$ cat src/inc/plc_link_pkg.sv
// Constants, codes and timing for the programless PLC link engine.
// Assumes a single 25 MHz clock; no tool-specific features.
package plc_link_pkg;
    localparam int unsigned CLK_HZ          = 25_000_000;
    localparam int unsigned ONEN_TMO_S      = 30;
    localparam int unsigned FMT5_WAIT_MULT  = 3;
    localparam int unsigned FMT5_WAIT_DEF_S = 2;
    localparam int unsigned ONEN_TMO_CYC    = ONEN_TMO_S * CLK_HZ;
    localparam int unsigned FMT5_TMO_CYC    =
        FMT5_WAIT_MULT * FMT5_WAIT_DEF_S * CLK_HZ;

    localparam logic [15:0] RSP_IDLE        = 16'h0000;
    localparam logic [15:0] RSP_ERR_SINGLE  = 16'h8001;
    localparam logic [15:0] RSP_ERR_MULTI   = 16'h8002;
    localparam logic [15:0] RSP_ERR_BIT_S   = 16'h8003;
    localparam logic [15:0] RSP_ERR_BIT_M   = 16'h8004;
    localparam logic [15:0] RSP_LINK_ERR    = 16'hEEEE;
    localparam logic [15:0] REQ_CANCEL      = 16'hFFFF;
    localparam logic [15:0] REQ_STOP        = 16'h0000;

    localparam int unsigned MAX_GATEWAYS    = 8;
    localparam int unsigned MAX_SUBUNITS    = 32;
    localparam logic [5:0]  UNIT_BASE_LOW   = 6'h00;
    localparam logic [5:0]  UNIT_BASE_HIGH  = 6'h20;

    // Register offsets of the plain software port
    localparam logic [3:0] REG_CTRL     = 4'h0;
    localparam logic [3:0] REG_READREQ  = 4'h1;
    localparam logic [3:0] REG_SETREQ   = 4'h2;
    localparam logic [3:0] REG_OPREQ    = 4'h3;
    localparam logic [3:0] REG_READRSP  = 4'h4;
    localparam logic [3:0] REG_SETRSP   = 4'h5;
    localparam logic [3:0] REG_OPRSP    = 4'h6;
    localparam logic [3:0] REG_STATUS   = 4'h7;
    localparam logic [3:0] REG_WAITTIME = 4'h8;

    // CTRL fields
    localparam int CTRL_PROTO_BIT   = 0;  // 0 one-to-N link, 1 format 5
    localparam int CTRL_LEGACY_BIT  = 1;  // earlier firmware revision
    localparam int CTRL_STOPSEL_BIT = 2;  // 1 = stop on link error
    localparam int CTRL_HIGHRNG_BIT = 3;  // upper unit range
    localparam int CTRL_MAXU_LSB    = 4;  // 3-bit maximum unit number
    localparam int CTRL_MYU_LSB     = 8;  // 3-bit own unit slot
    localparam logic [15:0] CTRL_RESET = 16'h0000;
    localparam logic [15:0] WAIT_RESET = 16'd2;

    typedef enum logic [1:0] {
        OP_NONE   = 2'b00,
        OP_SINGLE = 2'b01,
        OP_MULTI  = 2'b10
    } req_form_t;

    typedef enum logic [1:0] {
        LNK_RUN    = 2'b00,
        LNK_HALTED = 2'b01,
        LNK_CANCEL = 2'b10
    } link_state_t;
endpackage

$ cat src/inc/link_timer_if.sv
// Interface between the engine and its timeout and turn-taking helpers.
// Assumes all parties sit on one clock.
`timescale 1ns/1ps
`default_nettype none
interface link_timer_if;
    logic        activity;
    logic        format5;
    logic [15:0] waitSec;
    logic        timeout;
    logic [2:0]  maxUnit;
    logic [2:0]  myUnit;
    logic        tokenIn;
    logic        myTurn;
    logic        turnDone;
    logic [2:0]  slot;
    modport engine (output activity, format5, waitSec, maxUnit, myUnit,
                    tokenIn, turnDone, input timeout, myTurn, slot);
    modport timer  (input activity, format5, waitSec, output timeout);
    modport turn   (input maxUnit, myUnit, tokenIn, turnDone,
                    output myTurn, slot);
endinterface
`default_nettype wire

$ cat src/hdl/link_watchdog.sv
// Link-loss watchdog: restarts on every PLC exchange.
// Assumes activity comes from the engine on the same clock: an exchange pulse, or high while not running.
`timescale 1ns/1ps
`default_nettype none
module link_watchdog
    import plc_link_pkg::*;
#(
    parameter int unsigned NT_CYC  = ONEN_TMO_CYC,
    parameter int unsigned SEC_CYC = CLK_HZ
) (
    // Clock and reset
    input  wire logic clk,
    input  wire logic rst_n,
    // Engine side
    link_timer_if.timer tif
);
    logic [31:0] cntQ;
    logic [31:0] limit;

    // Format 5: wait time times three, huge waits wrap the 32-bit product; else NT_CYC
    always_comb begin
        if (tif.format5)
            limit = 32'(FMT5_WAIT_MULT) * 32'(tif.waitSec) * 32'(SEC_CYC);
        else
            limit = 32'(NT_CYC);
    end

    always_ff @(posedge clk) begin
        if (!rst_n || tif.activity)
            cntQ <= 32'h0000_0000;
        else if (cntQ < limit)
            cntQ <= cntQ + 32'h0000_0001;
    end

    assign tif.timeout = (cntQ >= limit) && !tif.activity;
endmodule // link_watchdog
`default_nettype wire

$ cat src/hdl/gateway_turn.sv
// Round-robin slot tracker for gateways sharing one PLC port.
// Assumes tokenIn pulses when any other gateway ends its turn on the line.
`timescale 1ns/1ps
`default_nettype none
module gateway_turn
    import plc_link_pkg::*;
(
    // Clock and reset
    input  wire logic clk,
    input  wire logic rst_n,
    // Engine side
    link_timer_if.turn tif
);
    logic [2:0] slotQ;

    // Power-on starts at slot 0; a dead peer's slot holds until tokenIn pulses
    always_ff @(posedge clk) begin
        if (!rst_n)
            slotQ <= 3'h0;
        else if (tif.tokenIn || tif.turnDone) begin
            if (slotQ >= tif.maxUnit)
                slotQ <= 3'h0;
            else
                slotQ <= slotQ + 3'h1;
        end
    end

    assign tif.slot   = slotQ;
    assign tif.myTurn = (slotQ == tif.myUnit);
endmodule // gateway_turn
`default_nettype wire

$ cat src/hdl/plc_link_error_handshake.sv
// Programless request/response engine with error and cancel handshake.
// Assumes the PLC side presents request words and an exchange strobe.
`timescale 1ns/1ps
`default_nettype none
module plc_link_error_handshake
    import plc_link_pkg::*;
#(
    parameter int unsigned NT_CYC  = ONEN_TMO_CYC,
    parameter int unsigned SEC_CYC = CLK_HZ,
    parameter int unsigned UNITS   = MAX_SUBUNITS
) (
    // Clock and reset
    input  wire logic        clk,
    input  wire logic        rst_n,
    // Software register port
    input  wire logic [3:0]  regAddr,
    input  wire logic [15:0] regWdata,
    input  wire logic        regWr,
    input  wire logic        regRd,
    output logic      [15:0] regRdata,
    // PLC exchange pins (asynchronous)
    input  wire logic        plcExchange,
    input  wire logic        plcPowerGood,
    input  wire logic        lineToken,
    // Request qualification from the parameter store
    input  wire logic [4:0]  reqUnit,
    input  wire logic        reqMulti,
    input  wire logic        reqBitSpec,
    input  wire logic        valueInRange,
    input  wire logic        settingLocked,
    input  wire logic [UNITS-1:0] unitPresent,
    // Status out
    output logic             opExecute,
    output logic             linkHalted,
    output logic             myTurn,
    output logic [5:0]       activeUnit
);
    link_timer_if tif ();

    link_watchdog #(
        .NT_CYC  (NT_CYC),
        .SEC_CYC (SEC_CYC)
    ) uWatchdog (
        .clk   (clk),
        .rst_n (rst_n),
        .tif   (tif.timer)
    );

    gateway_turn uTurn (
        .clk   (clk),
        .rst_n (rst_n),
        .tif   (tif.turn)
    );

    // Two-flop synchronisers for pins
    logic [2:0] syncA_q;
    logic [2:0] syncB_q;
    logic       exchPrev_q;
    logic       tokPrev_q;
    logic       pwrPrev_q;
    always_ff @(posedge clk) begin
        if (!rst_n) begin
            syncA_q <= 3'h0;
            syncB_q <= 3'h0;
        end else begin
            syncA_q <= {lineToken, plcPowerGood, plcExchange};
            syncB_q <= syncA_q;
        end
    end

    always_ff @(posedge clk) begin
        if (!rst_n) begin
            exchPrev_q <= 1'b0;
            tokPrev_q  <= 1'b0;
            pwrPrev_q  <= 1'b0;
        end else begin
            exchPrev_q <= syncB_q[0];
            pwrPrev_q  <= syncB_q[1];
            tokPrev_q  <= syncB_q[2];
        end
    end

    logic exchPulse;
    logic tokPulse;
    logic powerBack;
    assign exchPulse = syncB_q[0] && !exchPrev_q;
    assign tokPulse  = syncB_q[2] && !tokPrev_q;
    assign powerBack = syncB_q[1] && !pwrPrev_q;

    // Software registers
    logic [15:0] ctrl_q;
    logic [15:0] wait_q;
    logic [15:0] readReq_q;
    logic [15:0] setReq_q;
    logic [15:0] opReq_q;
    logic [15:0] readRsp_q;
    logic [15:0] setRsp_q;
    logic [15:0] opRsp_q;
    logic        powerLoss_q;

    always_ff @(posedge clk) begin
        if (!rst_n) begin
            ctrl_q    <= CTRL_RESET;
            wait_q    <= WAIT_RESET;
            readReq_q <= REQ_STOP;
            setReq_q  <= REQ_STOP;
            opReq_q   <= REQ_STOP;
        end else if (regWr) begin
            unique case (regAddr)
                REG_CTRL:     ctrl_q    <= regWdata;
                REG_WAITTIME: wait_q    <= regWdata;
                REG_READREQ:  readReq_q <= regWdata;
                REG_SETREQ:   setReq_q  <= regWdata;
                REG_OPREQ:    opReq_q   <= regWdata;
                default: ;
            endcase
        end
    end

    logic       proto5;
    logic       legacy;
    logic       stopSel;
    logic       highRange;
    assign proto5    = ctrl_q[CTRL_PROTO_BIT];
    assign legacy    = ctrl_q[CTRL_LEGACY_BIT];
    assign stopSel   = ctrl_q[CTRL_STOPSEL_BIT];
    assign highRange = ctrl_q[CTRL_HIGHRNG_BIT];

    assign tif.activity = exchPulse || lnk_q != LNK_RUN;
    assign tif.format5  = proto5;
    assign tif.waitSec  = wait_q;
    assign tif.maxUnit  = ctrl_q[CTRL_MAXU_LSB +: 3];
    assign tif.myUnit   = ctrl_q[CTRL_MYU_LSB +: 3];
    assign tif.tokenIn  = tokPulse;

    // Link state machine
    link_state_t lnk_q;
    logic        linkErr;
    logic        haltOnErr;
    assign linkErr   = tif.timeout && lnk_q == LNK_RUN;
    assign haltOnErr = !legacy || stopSel;

    always_ff @(posedge clk) begin
        if (!rst_n)
            lnk_q <= LNK_RUN;
        else begin
            unique case (lnk_q)
                LNK_RUN:
                    if (linkErr && haltOnErr)
                        lnk_q <= LNK_HALTED;
                LNK_HALTED:
                    if (opReq_q == REQ_CANCEL)
                        lnk_q <= LNK_CANCEL;
                    else if (powerLoss_q && powerBack && !proto5)
                        lnk_q <= LNK_RUN;
                LNK_CANCEL:
                    if (opReq_q == REQ_STOP)
                        lnk_q <= LNK_RUN;
                default:
                    lnk_q <= LNK_RUN;
            endcase
        end
    end

    always_ff @(posedge clk) begin
        if (!rst_n)
            powerLoss_q <= 1'b0;
        else if (lnk_q == LNK_RUN && linkErr)
            powerLoss_q <= !syncB_q[1];
        else if (lnk_q == LNK_RUN)
            powerLoss_q <= 1'b0;
    end

    // Request qualification
    logic accessErr;
    logic service;
    assign accessErr = !valueInRange || !unitPresent[reqUnit]
                       || settingLocked;
    // Requests resume after cancel even before opReq returns to 0000
    assign service = exchPulse && tif.myTurn && lnk_q != LNK_HALTED;

    function automatic logic [15:0] errCode(input logic multi,
                                            input logic bitSpec);
        if (bitSpec)
            errCode = multi ? RSP_ERR_BIT_M : RSP_ERR_BIT_S;
        else
            errCode = multi ? RSP_ERR_MULTI : RSP_ERR_SINGLE;
    endfunction

    // Read and setting responses; errors stick until request stops
    always_ff @(posedge clk) begin
        if (!rst_n)
            readRsp_q <= RSP_IDLE;
        else if (readReq_q == REQ_STOP)
            readRsp_q <= RSP_IDLE;
        else if (service && readRsp_q[15:12] != 4'h8)
            readRsp_q <= accessErr ? errCode(reqMulti, 1'b0) : readReq_q;
    end

    always_ff @(posedge clk) begin
        if (!rst_n)
            setRsp_q <= RSP_IDLE;
        else if (setReq_q == REQ_STOP)
            setRsp_q <= RSP_IDLE;
        else if (service && setRsp_q[15:12] != 4'h8)
            setRsp_q <= accessErr ? errCode(reqMulti, 1'b0) : setReq_q;
    end

    // Operation response: link error beats command handling
    logic opAllowed;
    assign opAllowed = service && opRsp_q != REQ_CANCEL
                       && opReq_q != REQ_CANCEL && opReq_q != REQ_STOP
                       && opRsp_q[15:12] != 4'h8;

    always_ff @(posedge clk) begin
        if (!rst_n)
            opRsp_q <= RSP_IDLE;
        else if (lnk_q == LNK_RUN && linkErr && haltOnErr)
            opRsp_q <= RSP_LINK_ERR;
        else if (lnk_q == LNK_HALTED && opReq_q == REQ_CANCEL)
            opRsp_q <= REQ_CANCEL;
        else if (lnk_q == LNK_HALTED && powerBack && powerLoss_q && !proto5)
            opRsp_q <= RSP_IDLE;
        else if (lnk_q == LNK_CANCEL && opReq_q == REQ_STOP)
            opRsp_q <= RSP_IDLE;
        else if (lnk_q == LNK_RUN && opReq_q == REQ_STOP)
            opRsp_q <= RSP_IDLE;
        else if (opAllowed)
            opRsp_q <= accessErr ? errCode(reqMulti, reqBitSpec) : opReq_q;
    end

    always_ff @(posedge clk) begin
        if (!rst_n)
            opExecute <= 1'b0;
        else
            opExecute <= opAllowed && !accessErr;
    end

    assign tif.turnDone = service;

    // Read port, data one cycle after strobe
    always_ff @(posedge clk) begin
        if (!rst_n)
            regRdata <= 16'h0000;
        else if (regRd) begin
            unique case (regAddr)
                REG_CTRL:     regRdata <= ctrl_q;
                REG_WAITTIME: regRdata <= wait_q;
                REG_READREQ:  regRdata <= readReq_q;
                REG_SETREQ:   regRdata <= setReq_q;
                REG_OPREQ:    regRdata <= opReq_q;
                REG_READRSP:  regRdata <= readRsp_q;
                REG_SETRSP:   regRdata <= setRsp_q;
                REG_OPRSP:    regRdata <= opRsp_q;
                REG_STATUS:   regRdata <= {8'h00, tif.slot, powerLoss_q,
                                           tif.myTurn, 1'b0, lnk_q};
                default:      regRdata <= 16'h0000;
            endcase
        end else
            regRdata <= 16'h0000;
    end

    assign linkHalted = lnk_q != LNK_RUN;
    assign myTurn     = tif.myTurn;
    assign activeUnit = (highRange ? UNIT_BASE_HIGH : UNIT_BASE_LOW)
                        + {3'h0, tif.slot};
endmodule // plc_link_error_handshake
`default_nettype wire

$ cat config.mk
export PLATFORM = sky130hd
export DESIGN_NAME = plc_link_error_handshake
export DESIGN_NICKNAME = d
export VERILOG_FILES = /design/src/inc/plc_link_pkg.sv /design/src/inc/link_timer_if.sv /design/src/hdl/link_watchdog.sv /design/src/hdl/gateway_turn.sv /design/src/hdl/plc_link_error_handshake.sv
export SDC_FILE = /design/constraint.sdc
export NUM_CORES = 1
export LEC_CHECK = 0
export BUFFER_PORTS_ARGS = -buffer_cell sky130_fd_sc_hd__buf_2
export CAP_MARGIN = 0
export CORE_MARGIN = 5
export CORE_UTILIZATION = 61
export CTS_BUF_LIST = sky130_fd_sc_hd__clkbuf_16
export CTS_CLUSTER_DIAMETER = 150
export DETAILED_ROUTE_END_ITERATION = 6
export HOLD_SLACK_MARGIN = 0.06
export PLACE_DENSITY = 0.8
export SYNTH_ARGS = -nofsm -noshare
export SYNTH_HDL_FRONTEND = slang
export SYNTH_SLANG_ARGS = --single-unit
export TNS_END_PERCENT = 20
$ cat constraint.sdc
create_clock -name clk -period 13.35 [get_ports clk]
set_clock_uncertainty 0.15 [all_clocks]
set_input_delay 2.67 -clock clk [delete_from_list [all_inputs] [get_ports clk]]
set_output_delay 2.67 -clock clk [all_outputs]
set_load 0.01 [all_outputs]
==> impl_results.md <==
* Crit start category: flop
* R2R Path Start: tif.waitSec[0]
* Least-Margin Pin Slew at 1.34 ns
* Final Net Count at 1999
* Yosys reg bits at 192
* Total die area at 26700 um2
* Yosys cell types at 66
* Top cells by count, synth: nand2_1 (252), dfxtp_1 (192), inv_1 (191), ha_1 (134), fa_1 (93)
* Vias in the first global route at 12.5k
* Top Ports at 93
* Final wirelength at 39100 um
* WP depth at 34
* Congestion Overflow GR at 0
* Post-CTS setup buffer count at 0
* Mean Syn Cell Area at 8.65 um2
* Area growth syn-to-layout at 8.56%
* Max Clk Rate at 92.0 MHz
* Share of cells above drive strength 1 at 9.20%
* Clock-pin slew on the worst setup and hold paths at 0.09 ns
* Worst path required time at 13.54 ns
* RSZ-0062 raised after global routing: no
* Switch share at 34.2%
* DRC at 0
* Vias per cell at 6.12
* Crit share post-route at 81.5%
* Worst-Skew Late Latency at 0.45 ns
* FF-to-FF path depth at 34
* Crit path buf inv count at 3
* CP top delay family: adder cells
* Initial Utilization at 61.6%
* Hold path start: syncA_q[2]
* Headroom to the max-slew limit at 9.85%
* CTS Root Cell: clkbuf_16
* R2R Setup Slk at 2.47 ns
* Crit. End Element: flop
* Xor and xnor area share after synthesis at 3.96%
* Antenna Cells at 0
* Final min period at 10.88 ns
* Prevailing post-synth register cell: dfxtp_1
* Via count at 12.5k
* Most Frequent Cell on Critical Path: fa_1
* CTS Buffer Depth at 2
* Die Y at 164 um
* Worst path max stage delay at 1.18 ns
* Pre-antenna DRT Iters at 6
* Area share of the leading cell type in the synthesized netlist at 26.7%
* Cell area after synthesis at 14400 um2
* Clk sinks at 192
* Wirelength per Cell at 19.2 um
* Largest net degree at the start of global routing at 61
* Area leader, netlist: dfxtp_1
* Peak VDD IR at 92.2 uV
* Post-cts sizing count at 0
* Hold crit path type: flop to flop
* H-tree Lvls at 4
* Pwr Density at 97.3 nW/um2
* Register Area at 3840 um2
* DP HPWL at 30000 um
* Hold_buf cts at 0
* Int Power at 0.999 mW
* Worst path slowest cell: nor2_1
* Initial antenna violation count at 0
* FP Rows at 56
* Area of the multi-input gates at 9520 um2
* Setup crit end: uWatchdog.cntQ[25]
* Critical path class: flop to flop
* Starting DRT DRC Count at 1134
* Post-synthesis mux area share at 3.12%
* Global-route usage over all layers at 29.7%
* First-pass GRT wire length at 63600 um
* Switch Pwr at 0.519 mW
* Fin area at 15600 um2
* Final Hold Viols at 0
* Setup TNS Final at 0 ns
* FILL cells at 1911
* CTS tree: done
* Placed standard-cell area at 15000 um2
* Synth top area cells: dfxtp_1 (27%), fa_1 (13%), ha_1 (12%), nand2_1 (6.6%), inv_1 (5.0%)
* Cts bufs inserted at 17
* Post-synth ARST share at 0%
* Synth warnings at 0
* Adder-Cell Fraction of Synth Area at 24.6%
* Most common cell in the synthesized netlist: nand2_1
* Cell leakage power at 6.80 nW
* Mapped Cells at 1662
* Port bufs at 90
* Status: complete, no violations
* Clock power share at 33.9%
* Critical Path AT at 11.06 ns
* Core Area at 23300 um2
* Flop pwr share at 38.6%
* Synth Area in Compound Gates at 17.3%
* Number of synthesized flops with an enable pin at 0
* RD Place Congestion at 0.997
* Die W at 164 um
* Largest family of logic cells by synthesized area: adder cells
* R2R Path End: uWatchdog.cntQ[25]
* Critical Path Fanout Max at 22
* Final ANT Viol Nets at 0
* Comb power frac at 27.5%
* Seq/Total Area, Yosys at 26.7%
* Final Max Tran Viols at 0
* # Max-Cap Violations at 0
* Setup Viol. Count Final at 0
* Post-Synth Simple-Gate Area at 17.0%
* Crit. Startpoint: tif.waitSec[0]
## per-stage QoR
stage / cells / setup WS, ns / power, mW / util [%] / hold slack [ns]
floorplan: 1663 / 4.55 / 0.906 / - / 0.262
global route: 2036 / 1.79 / 1.60 / 66.9 / 0.306
CTS: 2036 / 2.64 / 1.52 / 66.9 / 0.293
detailed placement: 2004 / 2.67 / 1.01 / 64.3 / 0.275
global placement: 2004 / 2.99 / 1.00 / 64.3 / 0.266
finish: 2036 / 2.47 / 1.52 / 66.9 / 0.288
## state kept, by name, summed over array words and instances, names as in the netlist, 2 cells and up
name / flops
syncB_q: 3
readRsp_q: 16
uTurn.tif.slot: 3
syncA_q: 3
uWatchdog.cntQ: 32
opReq_q: 16
setRsp_q: 16
regRdata: 16
ctrl_q: 16
tif.waitSec: 16
setReq_q: 16
readReq_q: 16
lnk_q: 2
opRsp_q: 16
## final cells by class
type	instances	share of cell area, %
Multi-Input combinational cell	1202	61.0
Sequential cell	192	24.6
Inverter	191	4.59
Timing Repair Buffer	100	3.37
Clock buffer	17	2.73
Tap cell	319	2.56
Clock inverter	15	1.10
## power groups by stage
stage	Clock [mW]	Sequential (mW)	Combinational [mW]
3_3_place_gp	0	0.598	0.406
5_1_grt	0.541	0.586	0.473
6_report	0.515	0.585	0.418
3_5_place_dp	0	0.598	0.416
4_1_cts	0.515	0.585	0.418
2_1_floorplan	0	0.596	0.311
## per-layer routing
layer | global-route usage, % | up-vias | share of wire, %
met5 | 0 | - | 0
met2 | 51.7 | 632 | 49
met4 | 13.0 | 0 | 4.5
met3 | 5.02 | 149 | 8.2
li1 | - | 5771 | -
met1 | 36.2 | 5900 | 39
## logic make-up (layout without fill, tap and decap cells)
group	count (synthesis)	in the layout
AND/OR/NAND/NOR	529	529
AO/OA/AOI/OAI	347	347
buffers and inverters	269	323
adder cells (fa/ha/maj)	227	227
flip-flops	192	192
XOR/XNOR	65	65
multiplexers	32	32
other	1	2
## worst min-delay path by stage
| stage | cells after the start | slack (ns) | to |
|---|---|---|---|
| after global placement | 1 | 0.27 | syncB_q[0] |
| after detailed placement | 1 | 0.28 | syncB_q[2] |
| after global routing | 1 | 0.31 | syncB_q[0] |
| final | 1 | 0.29 | syncB_q[2] |
| after floorplan | 1 | 0.26 | syncB_q[0] |
| after CTS | 1 | 0.29 | syncB_q[1] |
## placed cells by master (no fill, tap or decap), types with 18 or more instances in the layout
cell type  instances
a21oi_1           63
and2_1            22
a21o_1            22
nand3_1           44
xnor2_1           48
and3_1            18
nand2b_1          21
nand4_1           24
ha_1             134
a22oi_1           30
nor2_1            78
fa_1              93
a31oi_1           19
a21boi_0          89
mux2i_1           20
o21ai_0           23
inv_1            191
dfxtp_1          192
buf_2             90
nand2_1          252
Note: power is estimated with default switching activity, not from simulation.
